===== src/vector_map_pkg.sv =====
// Constants and types shared by the interrupt vector map and its priority picker.
// Assumes a single 20 MHz core clock and a synchronous active-high chip reset.
package vector_map_pkg;

    localparam int NUM_SRC = 18;
    localparam int IDX_W = 5;
    localparam int ADDR_W = 12;

    // Source indices; a source's vector word is its index plus the first vector word.
    localparam logic [IDX_W-1:0] SRC_EXT_A = 5'h00;
    localparam logic [IDX_W-1:0] SRC_PIN_CHANGE = 5'h01;
    localparam logic [IDX_W-1:0] SRC_FAST_MATCH_A = 5'h02;
    localparam logic [IDX_W-1:0] SRC_BASIC_OVF = 5'h05;
    localparam logic [IDX_W-1:0] SRC_EXT_B = 5'h0C;
    localparam logic [IDX_W-1:0] SRC_BASIC_MATCH_A = 5'h0D;
    localparam logic [IDX_W-1:0] SRC_FAULT = 5'h11;

    localparam logic [ADDR_W-1:0] RESET_VECTOR = 12'h000;
    localparam logic [ADDR_W-1:0] VEC_FIRST = 12'h001;
    localparam logic [ADDR_W-1:0] VEC_EXT_A = 12'h001;
    localparam logic [ADDR_W-1:0] VEC_PIN_CHANGE = 12'h002;
    localparam logic [ADDR_W-1:0] VEC_FAST_MATCH_A = 12'h003;
    localparam logic [ADDR_W-1:0] VEC_FAST_MATCH_B = 12'h004;
    localparam logic [ADDR_W-1:0] VEC_FAST_OVF = 12'h005;
    localparam logic [ADDR_W-1:0] VEC_BASIC_OVF = 12'h006;
    localparam logic [ADDR_W-1:0] VEC_SERIAL_START = 12'h007;
    localparam logic [ADDR_W-1:0] VEC_SERIAL_OVF = 12'h008;
    localparam logic [ADDR_W-1:0] VEC_EEPROM = 12'h009;
    localparam logic [ADDR_W-1:0] VEC_COMPARATOR = 12'h00A;
    localparam logic [ADDR_W-1:0] VEC_CONVERTER = 12'h00B;
    localparam logic [ADDR_W-1:0] VEC_WATCHDOG = 12'h00C;
    localparam logic [ADDR_W-1:0] VEC_EXT_B = 12'h00D;
    localparam logic [ADDR_W-1:0] VEC_BASIC_MATCH_A = 12'h00E;
    localparam logic [ADDR_W-1:0] VEC_BASIC_MATCH_B = 12'h00F;
    localparam logic [ADDR_W-1:0] VEC_CAPTURE = 12'h010;
    localparam logic [ADDR_W-1:0] VEC_FAST_MATCH_D = 12'h011;
    localparam logic [ADDR_W-1:0] VEC_FAULT = 12'h012;

    typedef enum logic [1:0] {
        ST_RESET_VEC = 2'b00,
        ST_IDLE = 2'b01,
        ST_OFFER = 2'b10
    } state_t;

    typedef struct packed {
        state_t state;
        logic vectorValid;
        logic [ADDR_W-1:0] vectorAddr;
        logic [IDX_W-1:0] offeredIdx;
        logic extPinAFlag;
        logic extPinBFlag;
    } ctl_t;

    localparam ctl_t CTL_RESET = '{state: ST_RESET_VEC, vectorValid: 1'b1, vectorAddr: RESET_VECTOR,
                                   offeredIdx: 5'h00, extPinAFlag: 1'b0, extPinBFlag: 1'b0};

endpackage


===== src/lowest_request_pick.sv =====
// Picks the lowest-numbered active bit of the pending request vector.
// Purely combinational; the caller registers the result.
`timescale 1ns/1ps
module lowest_request_pick
    import vector_map_pkg::*;
(
    input wire logic [NUM_SRC-1:0] pending,
    output logic found,
    output logic [IDX_W-1:0] index
);

    logic [NUM_SRC-1:0] lowerActive;
    logic [NUM_SRC-1:0] isWinner;

    // Each bit wins only when no lower bit is active.
    genvar g;
    generate
        for (g = 0; g < NUM_SRC; g++) begin : g_pick
            if (g == 0) begin : g_first
                assign lowerActive[g] = 1'b0;
            end else begin : g_rest
                assign lowerActive[g] = lowerActive[g-1] | pending[g-1];
            end
            assign isWinner[g] = pending[g] & ~lowerActive[g];
        end
    endgenerate

    always_comb begin
        found = |pending;
        index = 5'h00;
        for (int i = 0; i < NUM_SRC; i++) begin
            if (isWinner[i]) begin
                index = i[IDX_W-1:0];
            end
        end
    end

endmodule


===== src/interrupt_vector_map.sv =====
// Maps reset and peripheral interrupt requests onto program-memory vector words for the core.
// The core takes an offered vector at an instruction boundary and answers with a one-cycle acknowledge.
`timescale 1ns/1ps
module interrupt_vector_map
    import vector_map_pkg::*;
(
    input wire logic clk_sys,
    input wire logic rst,
    input wire logic ext_pin_irq_a,
    input wire logic pin_change_irq,
    input wire logic fast_timer_match_a_irq,
    input wire logic fast_timer_match_b_irq,
    input wire logic fast_timer_overflow_irq,
    input wire logic basic_timer_overflow_irq,
    input wire logic serial_start_irq,
    input wire logic serial_count_overflow_irq,
    input wire logic eeprom_ready_irq,
    input wire logic comparator_irq,
    input wire logic converter_done_irq,
    input wire logic watchdog_timeout_irq,
    input wire logic ext_pin_irq_b,
    input wire logic basic_timer_match_a_irq,
    input wire logic basic_timer_match_b_irq,
    input wire logic timer_capture_irq,
    input wire logic fast_timer_match_d_irq,
    input wire logic fault_protection_irq,
    input wire logic [NUM_SRC-1:0] sourceEnable,
    input wire logic extPinAFlagClear,
    input wire logic extPinBFlagClear,
    input wire logic coreReady,
    input wire logic vectorAck,
    output logic vectorValid,
    output logic [ADDR_W-1:0] vectorAddr,
    output logic ext_pin_a_flag,
    output logic ext_pin_b_flag
);

    ctl_t ctl;
    ctl_t next_ctl;
    logic [NUM_SRC-1:0] requests;
    logic [NUM_SRC-1:0] pending;
    logic found;
    logic [IDX_W-1:0] winIdx;
    logic launch;
    logic ackTaken;

    // External pins are edge triggers held in flags; every other source is a level held by its peripheral.
    always_comb begin
        requests = {fault_protection_irq, fast_timer_match_d_irq, timer_capture_irq,
                    basic_timer_match_b_irq, basic_timer_match_a_irq, ctl.extPinBFlag,
                    watchdog_timeout_irq, converter_done_irq, comparator_irq, eeprom_ready_irq,
                    serial_count_overflow_irq, serial_start_irq, basic_timer_overflow_irq,
                    fast_timer_overflow_irq, fast_timer_match_b_irq, fast_timer_match_a_irq,
                    pin_change_irq, ctl.extPinAFlag};
        // A source that is not enabled never redirects the core.
        pending = requests & sourceEnable;
    end

    lowest_request_pick u_pick (
        .pending(pending),
        .found(found),
        .index(winIdx)
    );

    assign launch = (ctl.state == ST_IDLE) && coreReady && found;
    assign ackTaken = ctl.vectorValid && vectorAck;

    always_comb begin
        next_ctl = ctl;
        // A trigger in the same cycle as a clear wins over the clear.
        if (ext_pin_irq_a) begin
            next_ctl.extPinAFlag = 1'b1;
        end else if (extPinAFlagClear ||
                     (ackTaken && ctl.state == ST_OFFER && ctl.offeredIdx == SRC_EXT_A)) begin
            next_ctl.extPinAFlag = 1'b0;
        end
        if (ext_pin_irq_b) begin
            next_ctl.extPinBFlag = 1'b1;
        end else if (extPinBFlagClear ||
                     (ackTaken && ctl.state == ST_OFFER && ctl.offeredIdx == SRC_EXT_B)) begin
            next_ctl.extPinBFlag = 1'b0;
        end
        unique case (ctl.state)
            ST_RESET_VEC: begin
                // The reset vector stays offered until the core fetches from it.
                next_ctl.vectorValid = 1'b1;
                next_ctl.vectorAddr = RESET_VECTOR;
                if (vectorAck) begin
                    next_ctl.vectorValid = 1'b0;
                    next_ctl.state = ST_IDLE;
                end
            end
            ST_IDLE: begin
                if (launch) begin
                    next_ctl.vectorValid = 1'b1;
                    next_ctl.offeredIdx = winIdx;
                    // Vector word is the vector number minus one.
                    next_ctl.vectorAddr = VEC_FIRST + {7'h00, winIdx};
                    next_ctl.state = ST_OFFER;
                end
            end
            ST_OFFER: begin
                // Other requests stay pending and are picked again after this one is taken.
                if (vectorAck) begin
                    next_ctl.vectorValid = 1'b0;
                    next_ctl.state = ST_IDLE;
                end
            end
            default: begin
                next_ctl = CTL_RESET;
            end
        endcase
    end

    always_ff @(posedge clk_sys) begin
        if (rst) begin
            ctl <= CTL_RESET;
        end else begin
            ctl <= next_ctl;
        end
    end

    assign vectorValid = ctl.vectorValid;
    assign vectorAddr = ctl.vectorAddr;
    assign ext_pin_a_flag = ctl.extPinAFlag;
    assign ext_pin_b_flag = ctl.extPinBFlag;

    reset_vector_a: assert property (@(posedge clk_sys) disable iff (rst)
        $fell(rst) |-> vectorValid && vectorAddr == RESET_VECTOR)
        else $error("Reset did not offer the reset vector.");

    ext_a_vector_a: assert property (@(posedge clk_sys) disable iff (rst)
        launch && pending[SRC_EXT_A] |=> vectorValid && vectorAddr == VEC_EXT_A)
        else $error("First external pin did not vector to its word.");

    pin_change_vec_a: assert property (@(posedge clk_sys) disable iff (rst)
        launch && pending[1:0] == 2'h2 |=> vectorAddr == VEC_PIN_CHANGE)
        else $error("Pin change did not vector to its word.");

    fast_match_vec_a: assert property (@(posedge clk_sys) disable iff (rst)
        launch && pending[2:0] == 3'h4 |=> vectorAddr == VEC_FAST_MATCH_A)
        else $error("Fast timer match A took the wrong word.");

    mid_block_vec_a: assert property (@(posedge clk_sys) disable iff (rst)
        launch && pending[5:0] == 6'h20 |=> vectorAddr == VEC_BASIC_OVF ##1 1'b1)
        else $error("Basic timer overflow took the wrong word.");

    watchdog_vec_a: assert property (@(posedge clk_sys) disable iff (rst)
        launch && pending[11:0] == 12'h800 |=> vectorAddr == VEC_WATCHDOG)
        else $error("Watchdog timeout took the wrong word.");

    ext_b_vector_a: assert property (@(posedge clk_sys) disable iff (rst)
        launch && pending[12:0] == 13'h1000 |=> vectorAddr == VEC_EXT_B)
        else $error("Second external pin did not vector to its word.");

    basic_match_vec_a: assert property (@(posedge clk_sys) disable iff (rst)
        launch && pending[13:0] == 14'h2000 |=> vectorAddr == VEC_BASIC_MATCH_A)
        else $error("Basic timer match A took the wrong word.");

    fault_vector_a: assert property (@(posedge clk_sys) disable iff (rst)
        launch && pending == 18'h20000 |=> vectorAddr == VEC_FAULT)
        else $error("Fault protection took the wrong word.");

    no_enable_idle_a: assert property (@(posedge clk_sys) disable iff (rst)
        ctl.state == ST_IDLE && pending == 18'h00000 |=> !vectorValid)
        else $error("Vector offered with no enabled source.");

    ext_flag_clear_a: assert property (@(posedge clk_sys) disable iff (rst)
        ctl.state == ST_OFFER && vectorAck && ctl.offeredIdx == SRC_EXT_A && !ext_pin_irq_a
        |=> !ext_pin_a_flag)
        else $error("Serviced external flag was not cleared.");

    flag_set_wins_a: assert property (@(posedge clk_sys) disable iff (rst)
        ext_pin_irq_b |=> ext_pin_b_flag)
        else $error("External trigger lost against a clear.");

    offer_held_a: assert property (@(posedge clk_sys) disable iff (rst)
        ctl.state == ST_OFFER && !vectorAck |=> vectorValid && $stable(vectorAddr))
        else $error("Offered vector changed before it was taken.");

    addr_from_number_a: assert property (@(posedge clk_sys) disable iff (rst)
        launch |=> vectorAddr >= VEC_FIRST && vectorAddr <= VEC_FAULT &&
            (($past(pending) >> (vectorAddr - VEC_FIRST)) & 18'h00001) == 18'h00001)
        else $error("Vector word is not vector number minus one.");

    lowest_first_a: assert property (@(posedge clk_sys) disable iff (rst)
        launch |=> (18'h00001 << (vectorAddr - VEC_FIRST)) == ($past(pending) & (~$past(pending) + 18'h00001)))
        else $error("Offered vector is not the lowest pending one.");

    ack_drops_offer_a: assert property (@(posedge clk_sys) disable iff (rst)
        ctl.state == ST_OFFER && vectorAck |=> !vectorValid)
        else $error("Offer stood after it was taken.");

    reset_offer_held_a: assert property (@(posedge clk_sys) disable iff (rst)
        ctl.state == ST_RESET_VEC && !vectorAck |=> vectorValid && vectorAddr == RESET_VECTOR)
        else $error("Reset vector offer dropped before it was taken.");

    fast_match_b_a: assert property (@(posedge clk_sys) disable iff (rst)
        launch && pending[3:0] == 4'h8 |=> vectorAddr == VEC_FAST_MATCH_B)
        else $error("Fast timer match B took the wrong word.");

    fast_overflow_vec_a: assert property (@(posedge clk_sys) disable iff (rst)
        launch && pending[4:0] == 5'h10 |=> vectorAddr == VEC_FAST_OVF)
        else $error("Fast timer overflow took the wrong word.");

    serial_start_vec_a: assert property (@(posedge clk_sys) disable iff (rst)
        launch && pending[6:0] == 7'h40 |=> vectorAddr == VEC_SERIAL_START)
        else $error("Serial start took the wrong word.");

    serial_ovf_vec_a: assert property (@(posedge clk_sys) disable iff (rst)
        launch && pending[7:0] == 8'h80 |=> vectorAddr == VEC_SERIAL_OVF)
        else $error("Serial counter overflow took the wrong word.");

    eeprom_vec_a: assert property (@(posedge clk_sys) disable iff (rst)
        launch && pending[8:0] == 9'h100 |=> vectorAddr == VEC_EEPROM)
        else $error("EEPROM ready took the wrong word.");

    comparator_vec_a: assert property (@(posedge clk_sys) disable iff (rst)
        launch && pending[9:0] == 10'h200 |=> vectorAddr == VEC_COMPARATOR)
        else $error("Comparator took the wrong word.");

    converter_vec_a: assert property (@(posedge clk_sys) disable iff (rst)
        launch && pending[10:0] == 11'h400 |=> vectorAddr == VEC_CONVERTER)
        else $error("Converter complete took the wrong word.");

    basic_match_b_a: assert property (@(posedge clk_sys) disable iff (rst)
        launch && pending[14:0] == 15'h4000 |=> vectorAddr == VEC_BASIC_MATCH_B)
        else $error("Basic timer match B took the wrong word.");

    capture_vec_a: assert property (@(posedge clk_sys) disable iff (rst)
        launch && pending[15:0] == 16'h8000 |=> vectorAddr == VEC_CAPTURE)
        else $error("Timer capture took the wrong word.");

    fast_match_d_a: assert property (@(posedge clk_sys) disable iff (rst)
        launch && pending[16:0] == 17'h10000 |=> vectorAddr == VEC_FAST_MATCH_D)
        else $error("Fast timer match D took the wrong word.");

    ext_b_clear_a: assert property (@(posedge clk_sys) disable iff (rst)
        ctl.state == ST_OFFER && vectorAck && ctl.offeredIdx == SRC_EXT_B && !ext_pin_irq_b
        |=> !ext_pin_b_flag)
        else $error("Serviced second external flag was not cleared.");

endmodule


===== config.mk =====
export PLATFORM = sky130hd
export DESIGN_NAME = interrupt_vector_map
export DESIGN_NICKNAME = d
export VERILOG_FILES = /design/src/vector_map_pkg.sv /design/src/lowest_request_pick.sv /design/src/interrupt_vector_map.sv
export SDC_FILE = /design/constraint.sdc
export NUM_CORES = 1
export LEC_CHECK = 0
export BUFFER_PORTS_ARGS = -buffer_cell sky130_fd_sc_hd__buf_2
export CORE_AREA = 2 2 54 56
export CTS_CLUSTER_DIAMETER = 30
export DETAILED_ROUTE_END_ITERATION = 8
export DIE_AREA = 0 0 56 58
export GPL_TIMING_DRIVEN = 0
export HOLD_SLACK_MARGIN = 0.02
export PLACE_DENSITY = 0.81
export REMOVE_ABC_BUFFERS = 1
export SLEW_MARGIN = 5
export SYNTH_ARGS = -nofsm -noshare
export SYNTH_HDL_FRONTEND = slang
export SYNTH_SLANG_ARGS = --single-unit
export TNS_END_PERCENT = 100

===== constraint.sdc =====
create_clock -name clk_sys -period 4.2 [get_ports clk_sys]
set_input_delay 0.21 -clock clk_sys [delete_from_list [all_inputs] [get_ports clk_sys]]
set_output_delay 0.21 -clock clk_sys [all_outputs]
set_load 0.005 [all_outputs]

==> key figures, run 1 <==
Layout
  – Area occupied by multi-input gates: 814.5 sq um
  – Fillers: 253
  – # diodes: 0
  – Area Growth Syn to Fin: 18.74%
  – Storage cell area: 320.3 sq um
  – Layout cell share with drive strength beyond 1: 0.3545
  – Final core utilization: 0.5597
  – Nets: 233
  – Fin cells: 220

Logic synthesis
  – Post-synth top area cell: dfxtp_1
  – Synth warnings: 0
  – Synth cell types: 44
  – Synth cell count leaders: nand2_1 (19), dfxtp_1 (16), buf_4 (13), a22oi_1 (11)
  – Syn avg cell area: 8.596 sq um
  – Sequential area share after synthesis: 0.2552
  – Most common cell in the synthesized netlist: nand2_1
  – Flop and latch count out of synthesis: 16
  – Main synth FF type: dfxtp_1
  – Top post-synthesis cells by area: dfxtp_1 (26%), buf_4 (7.8%), a22oi_4 (6.8%)
  – Post-synth EDFFs: 0
  – Share of the synthesized area in the top cell type: 0.2552
  – Post-synthesis async set-or-reset flop share: 0
  – Mapped Area: 1255 sq um
  – Post-synthesis cell count: 146

Critical path
  – Worst Setup End Kind: flip-flop
  – Required time of the critical path: 4.43 ns
  – Crit start category: flip-flop
  – Worst Path Arrival: 2.52 ns
  – Crit path kind: flip-flop to flip-flop
  – Peak fanout along the critical path: 4

Routing
  – Metal3 WL: 234 um
  – TritonRoute pass-1 iters: 4
  – Final wirelength: 2901 um
  – M1 WL: 1199 um
  – Drt initial violations: 53
  – Top layer in use: met4
  – Via-to-Cell Ratio: 5.700
  – DR vias: 1254
  – Routed Antenna Nets: 0
  – Routed len/inst: 13.19 um
  – DRC errors left: 0
  – Met2 wire len: 1427 um

Timing
  – Max Freq: 436.2 MHz
  – Sum Neg Setup Slack: 0 ns
  – Final Setup Violations: 0
  – Fin. max-slew vios: 0
  – Final critical-path share of the clock period: 0.5458
  – Final Hold Vio Count: 0
  – Worst slew margin: 0.5574
  – Layout Skew: 0.005066 ns
  – Slew @ Worst Pin: 0.6625 ns
  – Shortest period the worst path allows: 2.292 ns
  – Final setup margin: 1.908 ns
  – RSZ-0062 raised after global routing: no

Placed design
  – IO buf count: 50
  – Placed cells: 216
  – GP Congestion: 0.8318
  – Dpl hpwl: 2358 um
  – DP Worst Slack: 1.929 ns

Power and ir drop
  – Static Leakage: 0.0006725 uW
  – Power, Total: 383.8 uW
  – Cell area power density: 257.6 nW/um^2
  – Worst VDD drop: 225.7 uV

Floorplanning
  – Chip Width: 56 um
  – Die H: 58 um
  – I/O Pins: 57
  – Initial Util: 0.4713
  – Cell Rows: 19
  – DIE AREA: 3248 sq um
  – Placeable Area: 2663 sq um

Min path
  – Hold Crit Class: input port to flip-flop

Global route
  – Vias in the first global route: 1206
  – Antenna violations before repair: 0
  – Grt total ovfl: 0
  – All-Layer GR Usage: 0.1856
  – Largest net degree at the start of global routing: 19
  – First-pass GRT wire length: 4947 um

Clocking
  – Cts hold-fix bufs: 0
  – Clock buffer depth: 2
  – Root Driver: clkbuf_4
  – Clock input transition at the sequential cells of the worst setup and hold paths: 0.10 ns
  – PostCTS Resize Cnt: 0
  – H-tree depth: 1
  – Post-CTS Setup Bufs: 0
  – CTS tree: built
  – Clk Latency, worst-skew pair: 0.29 ns
  – CTS Sinks: 16
  – CTS buffer count: 3

Run
  – Maxcap violations: 0

Status
  – Status: complete, no violations
## worst max-delay path, cell delays in order, from the launching register on
cell and delay, ns:
dfxtp_1 0.36, a22oi_4 0.24, nand4_4 0.17, a2111oi_4 0.37, a31oi_2 0.08, nor2_1 0.26, ha_1 0.24, a31oi_1 0.08
or3_1 0.31, a21oi_1 0.14
## path summary, 6_finish.rpt
kind / from / slack (ns) / endpoint / cells after the start
setup / recovery: ext_pin_a_flag / 1.91 / vectorAddr[4] / 9
hold / removal: ext_pin_irq_b / 0.14 / ext_pin_b_flag / 2
setup reg to reg: ext_pin_a_flag / 1.91 / vectorAddr[4] / 9
hold reg to reg: vectorAddr[0] / 0.46 / vectorAddr[0] / 2
## cell families (layout without fill, tap and decap cells)
logic type / after synthesis / in the layout / share of synthesized area
simple gates: 55 / 55 / 0.2602
compound gates: 47 / 47 / 0.3460
buf+inv: 24 / 62 / 0.1107
flops: 16 / 16 / 0.2552
fa+ha+maj: 1 / 1 / 0.009968
other cells: 1 / 6 / 0.002988
xor+xnor: 1 / 1 / 0.006980
mux: 1 / 1 / 0.007976
## cell usage in the layout, fill, tap and decap left out, types with 2 or more instances in the layout
cell / synthesis / final
conb_1: 1 / 6
a22oi_4: 4 / 4
buf_2: 0 / 50
o211a_1: 2 / 2
a32o_1: 2 / 2
nand2b_1: 3 / 3
nand2_1: 19 / 19
inv_1: 8 / 8
nor3_1: 3 / 3
nand3_1: 4 / 4
a22o_1: 3 / 3
o32ai_1: 3 / 3
clkbuf_4: 0 / 3
nor2_1: 8 / 8
a22oi_1: 11 / 11
o21ai_0: 4 / 4
a31oi_1: 2 / 2
dfxtp_1: 16 / 16
nor2b_1: 2 / 2
o21a_1: 2 / 2
a21oi_1: 8 / 8
nor3b_1: 2 / 2
or3_1: 2 / 2
## area by class of cell
class,count,share of cell area
clock buffer,4,0.02435
timing repair buffer,50,0.1679
multi-input combinational,111,0.5466
inverter,8,0.02015
tap,31,0.02603
sequential,16,0.2149
## per-stage QoR
| stage | area [sq um] | hold WS [ns] |
|---|---|---|
| 2_1_floorplan | 1165 | 0.2791 |
| 4_1_cts | 1490 | 0.1306 |
| 5_1_grt | 1490 | 0.1337 |
| 3_3_place_gp | 1454 | 0.4180 |
| 3_5_place_dp | 1454 | 0.4331 |
| 6_report | 1490 | 0.1365 |
## metal layers
| layer | global-route usage | up-vias |
|---|---|---|
| met5 | 0 | - |
| met4 | 0.06463 | 0 |
| met3 | 0.04464 | 7 |
| met2 | 0.3328 | 49 |
| met1 | 0.2172 | 579 |
| li1 | - | 619 |
## power breakdown
| group | internal, uW | total (uW) | switching (uW) | leakage (uW) |
|---|---|---|---|---|
| clock network | 52.8 | 102 | 49.3 | 0.0000210 |
| registers | 159 | 166 | 7.47 | 0.000131 |
| logic | 51.0 | 116 | 64.6 | 0.000521 |
| total | 263 | 384 | 121 | 0.000673 |
## registers in the layout (all words and copies together) (netlist names)
name and flops:
vectorValid 1, ext_pin_b_flag 1, vectorAddr 6, ctl 7, ext_pin_a_flag 1
(Power assumes the default switching activity.)
==> run 2: changes to the inputs <==
Settings changed: ABC_AREA set to 1, CORE_AREA 2 2 54 56 to 2 2 57 59, DIE_AREA 0 0 56 58 to 0 0 59 61, PLACE_DENSITY 0.81 to 0.75.
Clock period 4.2 ns to 1.9 ns, I/O delays scaled along.
==> key figures, run 2 <==
Clocking
  – CTS tree: built
  – CTS buffer count: 3
  – H-tree depth: 1
  – Clk Latency, worst-skew pair: 0.29 ns
  – CTS Sinks: 16
  – Root Driver: clkbuf_4
  – Clock input transition at the sequential cells of the worst setup and hold paths: 0.10 ns
  – Clock buffer depth: 2

Logic synthesis
  – Synth warnings: 0
  – Syn avg cell area: 6.455 sq um
  – Synth cell types: 24
  – Post-synthesis cell count: 189
  – Synth cell count leaders: nand2_1 (59), inv_1 (20), dfxtp_1 (16), nand3_1 (14), nor2_1 (13)
  – Mapped Area: 1220 sq um
  – Main synth FF type: dfxtp_1
  – Flop and latch count out of synthesis: 16
  – Post-synth EDFFs: 0
  – Post-synth top area cell: dfxtp_1
  – Post-synthesis async set-or-reset flop share: 0
  – Share of the synthesized area in the top cell type: 0.2626
  – Most common cell in the synthesized netlist: nand2_1
  – Sequential area share after synthesis: 0.2626
  – Top post-synthesis cells by area: dfxtp_1 (26%), nand2_1 (18%), buf_4 (7.4%)

Layout
  – Finished Cell Area: 1562 sq um
  – Most frequent cells in the layout: nand2_1 (57), buf_2 (50), inv_1 (17)
  – Nets: 287
  – Fillers: 304
  – Most common cell after layout, fill and taps aside: nand2_1
  – Most flop-heavy register: ctl
  – Max reg flops: 7
  – Fin cells: 276
  – # diodes: 0
  – Area Growth Syn to Fin: 28.00%
  – Largest regs: ctl: 7 flops, vectorAddr: 6 flops
  – Layout cell share with drive strength beyond 1: 0.3951

Global route
  – Vias in the first global route: 1116
  – Antenna violations before repair: 0
  – All-Layer GR Usage: 0.1523
  – Grt total ovfl: 0
  – First-pass GRT wire length: 4333 um
  – Largest net degree at the start of global routing: 13

Timing
  – Fin. max-slew vios: 0
  – Max Freq: 557.7 MHz
  – Final critical-path share of the clock period: 0.9437
  – Layout Skew: 0.006717 ns
  – RSZ-0062 raised after global routing: yes
  – Shortest period the worst path allows: 1.793 ns
  – Final Setup Violations: 0
  – Sum Neg Setup Slack: 0 ns
  – Final Hold Vio Count: 0

Min path
  – WHS Path Cells: 3
  – Hold Crit Class: input port to flip-flop
  – Hold_sp: ext_pin_irq_a
  – WHS Endpoint: ext_pin_a_flag

Power and ir drop
  – Switching Fraction: 0.3168
  – Comb power frac: 0.311
  – Static Leakage: 0.0008247 uW
  – Clk network pwr share: 0.264
  – Power, Total: 853.3 uW
  – Cell area power density: 546.5 nW/um^2
  – P_sw: 270.4 uW
  – Int Pwr: 583.0 uW
  – Reg power frac: 0.426
  – Worst VDD drop: 354.0 uV

Floorplanning
  – DIE AREA: 3599 sq um
  – Chip Width: 59 um
  – Die H: 61 um
  – Placeable Area: 2953 sq um
  – Initial Util: 0.4131
  – Cell Rows: 20
  – I/O Pins: 57

Placed design
  – Placed cells: 264
  – GP Congestion: 0.8043
  – Placed Area: 1436 sq um
  – IO buf count: 50
  – Dpl hpwl: 2049 um

Routing
  – DR vias: 1273
  – TritonRoute pass-1 iters: 4
  – Routed Antenna Nets: 0
  – Drt initial violations: 28
  – Via-to-Cell Ratio: 4.612
  – DRC errors left: 0
  – Routed len/inst: 9.330 um
  – Final wirelength: 2575 um

Critical path
  – Crit path kind: flip-flop to flip-flop
  – Reg2Reg Setup Slack: 0.11 ns
  – Critical Path Max Stage Delay: 0.34 ns
  – RR Startpoint: ext_pin_a_flag
  – Crit start category: flip-flop
  – R2R Path End: vectorAddr[4]
  – Slowest stage cell, crit path: dfxtp_2
  – Worst Setup End Kind: flip-flop
  – Peak fanout along the critical path: 6
  – Required time of the critical path: 2.09 ns
  – Register-to-Register Path Depth: 15
  – Worst Path Arrival: 1.99 ns
  – Critical-path cell list: nand2_2 > nand2_4 > nor2_4 > nand2_4 > nor2_4 > nand2_4 > inv_2 > nand2_2 > nand2_2 > inv_2 > ha_4 > inv_2 > o21ai_1 > a21oi_1 > nor2_1

Run
  – Maxcap violations: 0

Status
  – Status: complete, no violations
==> run 2: changes by cell type after synthesis, moves of 6 or more <==
cell	before	now
nand2_1	19	59
inv_1	8	20
nand2_4	0	6
nand2_2	0	9
nand3_1	4	14
a22oi_1	11	0
==> run 2: worst max path at each step <==
stage / end / start / slack [ns]
floorplan: vectorAddr[4] / ext_pin_a_flag / 0.19
global placement: vectorAddr[4] / ext_pin_a_flag / 0.0006
detailed placement: vectorAddr[4] / ext_pin_a_flag / 0.01
CTS: vectorAddr[4] / ext_pin_a_flag / 0.02
global route: vectorAddr[4] / ext_pin_a_flag / -0.04
finish: vectorAddr[4] / ext_pin_a_flag / 0.11
==> run 2: per-stage QoR <==
| stage | setup WS [ns] | util | hold slack [ns] |
|---|---|---|---|
| floorplan | 0.1850 | - | 0.1574 |
| global placement | 0.0005800 | 0.4864 | 0.3035 |
| detailed placement | 0.01256 | 0.4864 | 0.3156 |
| CTS | 0.01834 | 0.5021 | 0.03316 |
| global route | -0.03665 | 0.5288 | 0.02907 |
| finish | 0.1070 | 0.5288 | 0.03746 |
==> run 2: per-layer routing <==
layer	global-route usage	vias up	routed length, um
li1	-	690	-
met1	0.1884	548	1197
met2	0.2730	35	1226
met3	0.04691	0	151
met4	0.009740	0	0
met5	0	-	0
==> run 2: worst max-delay path: cells and delay by family (launching register included) <==
kind                       cells  cell delay [ns]
adders and majority gates      1             0.15
and+or+nand+nor                9             0.83
DFF                            1             0.34
buffers and inverters          3             0.16
AOI/OAI and AO/OA              2             0.22
==> run 2: power groups by stage <==
| stage | Sequential (uW) | Clock (uW) | Combinational [uW] |
|---|---|---|---|
| 2_1_floorplan | 370 | 0 | 151 |
| 3_3_place_gp | 370 | 0 | 231 |
| 3_5_place_dp | 371 | 0 | 233 |
| 4_1_cts | 363 | 237 | 236 |
| 5_1_grt | 365 | 252 | 303 |
| 6_report | 363 | 225 | 265 |
==> run 2: logic make-up (layout without fill, tap and decap cells) <==
logic type               Yosys count  count (layout)  share of synthesized area
AO/OA/AOI/OAI                     26              26                     0.1313
other                              1               6                   0.003074
flip-flops                        16              16                     0.2626
AND/OR/NAND/NOR                  111             111                     0.4513
adder cells (fa/ha/maj)            1               1                    0.01025
buffers and inverters             34              83                     0.1415
==> run 2: cell type report <==
cell class	instances	area [sq um]	share of cell area
Clock buffer	4	36.28	0.02324
Inverter	21	78.83	0.05048
Sequential cell	16	321.6	0.2059
Multi-Input combinational cell	144	770.7	0.4936
Tap cell	33	41.29	0.02644
Timing Repair Buffer	58	312.8	0.2003
==> run 2: timing repair <==
item                                   in CTS  in global routing
setup endpoints to repair                   1                  3
gates resized for setup                     0                 11
hold buffers                                1                  0
endpoints found under the hold margin       1                  0
cloned                                      0                  0
pin swaps                                   1                  7
buffers inserted                            0                  7
==> run 3: changes to the inputs <==
Settings changed: ABC_CLOCK_PERIOD_IN_PS set to 1900, BUFFER_PORTS_ARGS -buffer_cell sky130_fd_sc_hd__buf_2 to -buffer_cell sky130_fd_sc_hd__clkbuf_2.
==> key figures, run 3 (synthesis gave the netlist of run 2 again) <==
Status
  – Status: complete, no violations

Floorplanning
  – I/O Pins: 57
  – Placeable Area: 2953 sq um
  – DIE AREA: 3599 sq um
  – Die H: 61 um
  – Cell Rows: 20
  – Initial Util: 0.4131
  – Chip Width: 59 um

Layout
  – Largest regs: ctl: 7 flops, vectorAddr: 6 flops
  – Most common cell after layout, fill and taps aside: nand2_1
  – Most flop-heavy register: ctl
  – Area Growth Syn to Fin: 24.51%
  – Max reg flops: 7
  – Most frequent cells in the layout: nand2_1 (58), clkbuf_2 (50), inv_1 (19)
  – # diodes: 0
  – Nets: 284
  – Layout cell share with drive strength beyond 1: 0.3708
  – Fin cells: 273

Power and ir drop
  – Switching Fraction: 0.3120
  – Static Leakage: 0.0008030 uW
  – Comb power frac: 0.297
  – Int Pwr: 572.6 uW
  – Worst VDD drop: 546.8 uV
  – Cell area power density: 548.0 nW/um^2
  – Clk network pwr share: 0.267
  – Reg power frac: 0.436
  – P_sw: 259.7 uW

Critical path
  – Peak fanout along the critical path: 4
  – Worst Setup End Kind: flip-flop
  – Crit path kind: flip-flop to flip-flop
  – Required time of the critical path: 2.13 ns
  – Worst Path Arrival: 2.02 ns
  – Crit start category: flip-flop

Placed design
  – Placed cells: 264
  – GP Congestion: 0.7863
  – IO buf count: 50
  – DP Worst Slack: 0.005773 ns
  – Dpl hpwl: 2043 um

Clocking
  – CTS buffer count: 3
  – Clk Latency, worst-skew pair: 0.29 ns
  – Clock buffer depth: 2
  – H-tree depth: 1
  – CTS tree: built
  – Clock input transition at the sequential cells of the worst setup and hold paths: 0.10 ns
  – CTS Sinks: 16
  – Root Driver: clkbuf_4

Routing
  – Routed Antenna Nets: 0
  – Drt initial violations: 21
  – Final wirelength: 2453 um
  – Via-to-Cell Ratio: 4.619
  – Routed len/inst: 8.985 um
  – DR vias: 1261
  – DRC errors left: 0
  – TritonRoute pass-1 iters: 4

Global route
  – First-pass GRT wire length: 4291 um
  – Vias in the first global route: 1120
  – Grt total ovfl: 0
  – Largest net degree at the start of global routing: 13
  – Antenna violations before repair: 0
  – All-Layer GR Usage: 0.1520

Timing
  – Final setup margin: 0.1189 ns
  – RSZ-0062 raised after global routing: yes
  – Max Freq: 561.4 MHz
  – Final critical-path share of the clock period: 0.9374
  – Shortest period the worst path allows: 1.781 ns
  – Fin. max-slew vios: 0
  – Final Setup Violations: 0
  – Final Hold Vio Count: 0
  – Layout Skew: 0.009195 ns

Min path
  – Hold Crit Class: input port to flip-flop

Run
  – Maxcap violations: 0
run 3: power by group through the flow:
stage / Combinational (uW) / Sequential (uW) / Clock [uW]
finish: 247 / 363 / 222
global route: 283 / 365 / 248
CTS: 236 / 363 / 229
detailed placement: 233 / 371 / 0
global placement: 231 / 371 / 0
floorplan: 151 / 370 / 0
run 3: layer usage:
| layer | global-route usage | share of wire | vias to the layer above |
|---|---|---|---|
| li1 | - | - | 686 |
| met1 | 0.1863 | 0.45 | 536 |
| met2 | 0.2698 | 0.47 | 37 |
| met3 | 0.04478 | 0.072 | 2 |
| met4 | 0.02273 | 0.0045 | 0 |
| met5 | 0 | 0 | - |
run 3: repair_timing:
item	CTS	global route
buffers inserted	0	4
hold buffers	0	1
gates resized for setup	0	5
pin swaps	1	3
setup endpoints to repair	1	2
hold endpoints to repair	0	1
run 3: area by class of cell:
| type | count | area [sq um] |
|---|---|---|
| repair buffers | 55 | 290.3 |
| inverters | 21 | 78.83 |
| flip-flops and latches | 16 | 321.6 |
| fillers | 334 | 1434 |
| clock buffers | 4 | 36.28 |
| well taps | 33 | 41.29 |
| multi-input cells | 144 | 750.7 |
run 3: worst max-delay path, cell delays in order (launching register included):
cell     delay (ns)
dfxtp_2        0.34
nand2_2        0.08
nand2_4        0.06
nor2_4         0.16
buf_4          0.14
nand3_1        0.08
inv_1          0.06
nor2_1         0.04
nand3_1        0.08
nand2_2        0.07
inv_1          0.07
ha_2           0.17
inv_1          0.05
o21ai_1        0.16
a21oi_1        0.09
nor2_1         0.10
run 3: final timing paths:
kind,startpoint,to,slack (ns),cells after the start
setup / recovery,ext_pin_a_flag,vectorAddr[4],0.12,15
hold / removal,ext_pin_irq_b,ext_pin_b_flag,0.03,3
setup reg to reg,ext_pin_a_flag,vectorAddr[4],0.12,15
hold reg to reg,vectorAddr[5],vectorAddr[5],0.46,2
run 3: metrics by stage:
step	TNS, ns	cell area, sq um	power, uW	utilization	hold WS, ns
global placement	0	1436	601.7	0.4864	0.3051
CTS	0	1473	828.1	0.4987	0.02314
finish	0	1519	832.3	0.5144	0.02605
floorplan	0	1145	521.2	-	0.1574
global route	-0.01515	1519	895.8	0.5144	0.04365
detailed placement	0	1436	604.0	0.4864	0.3145
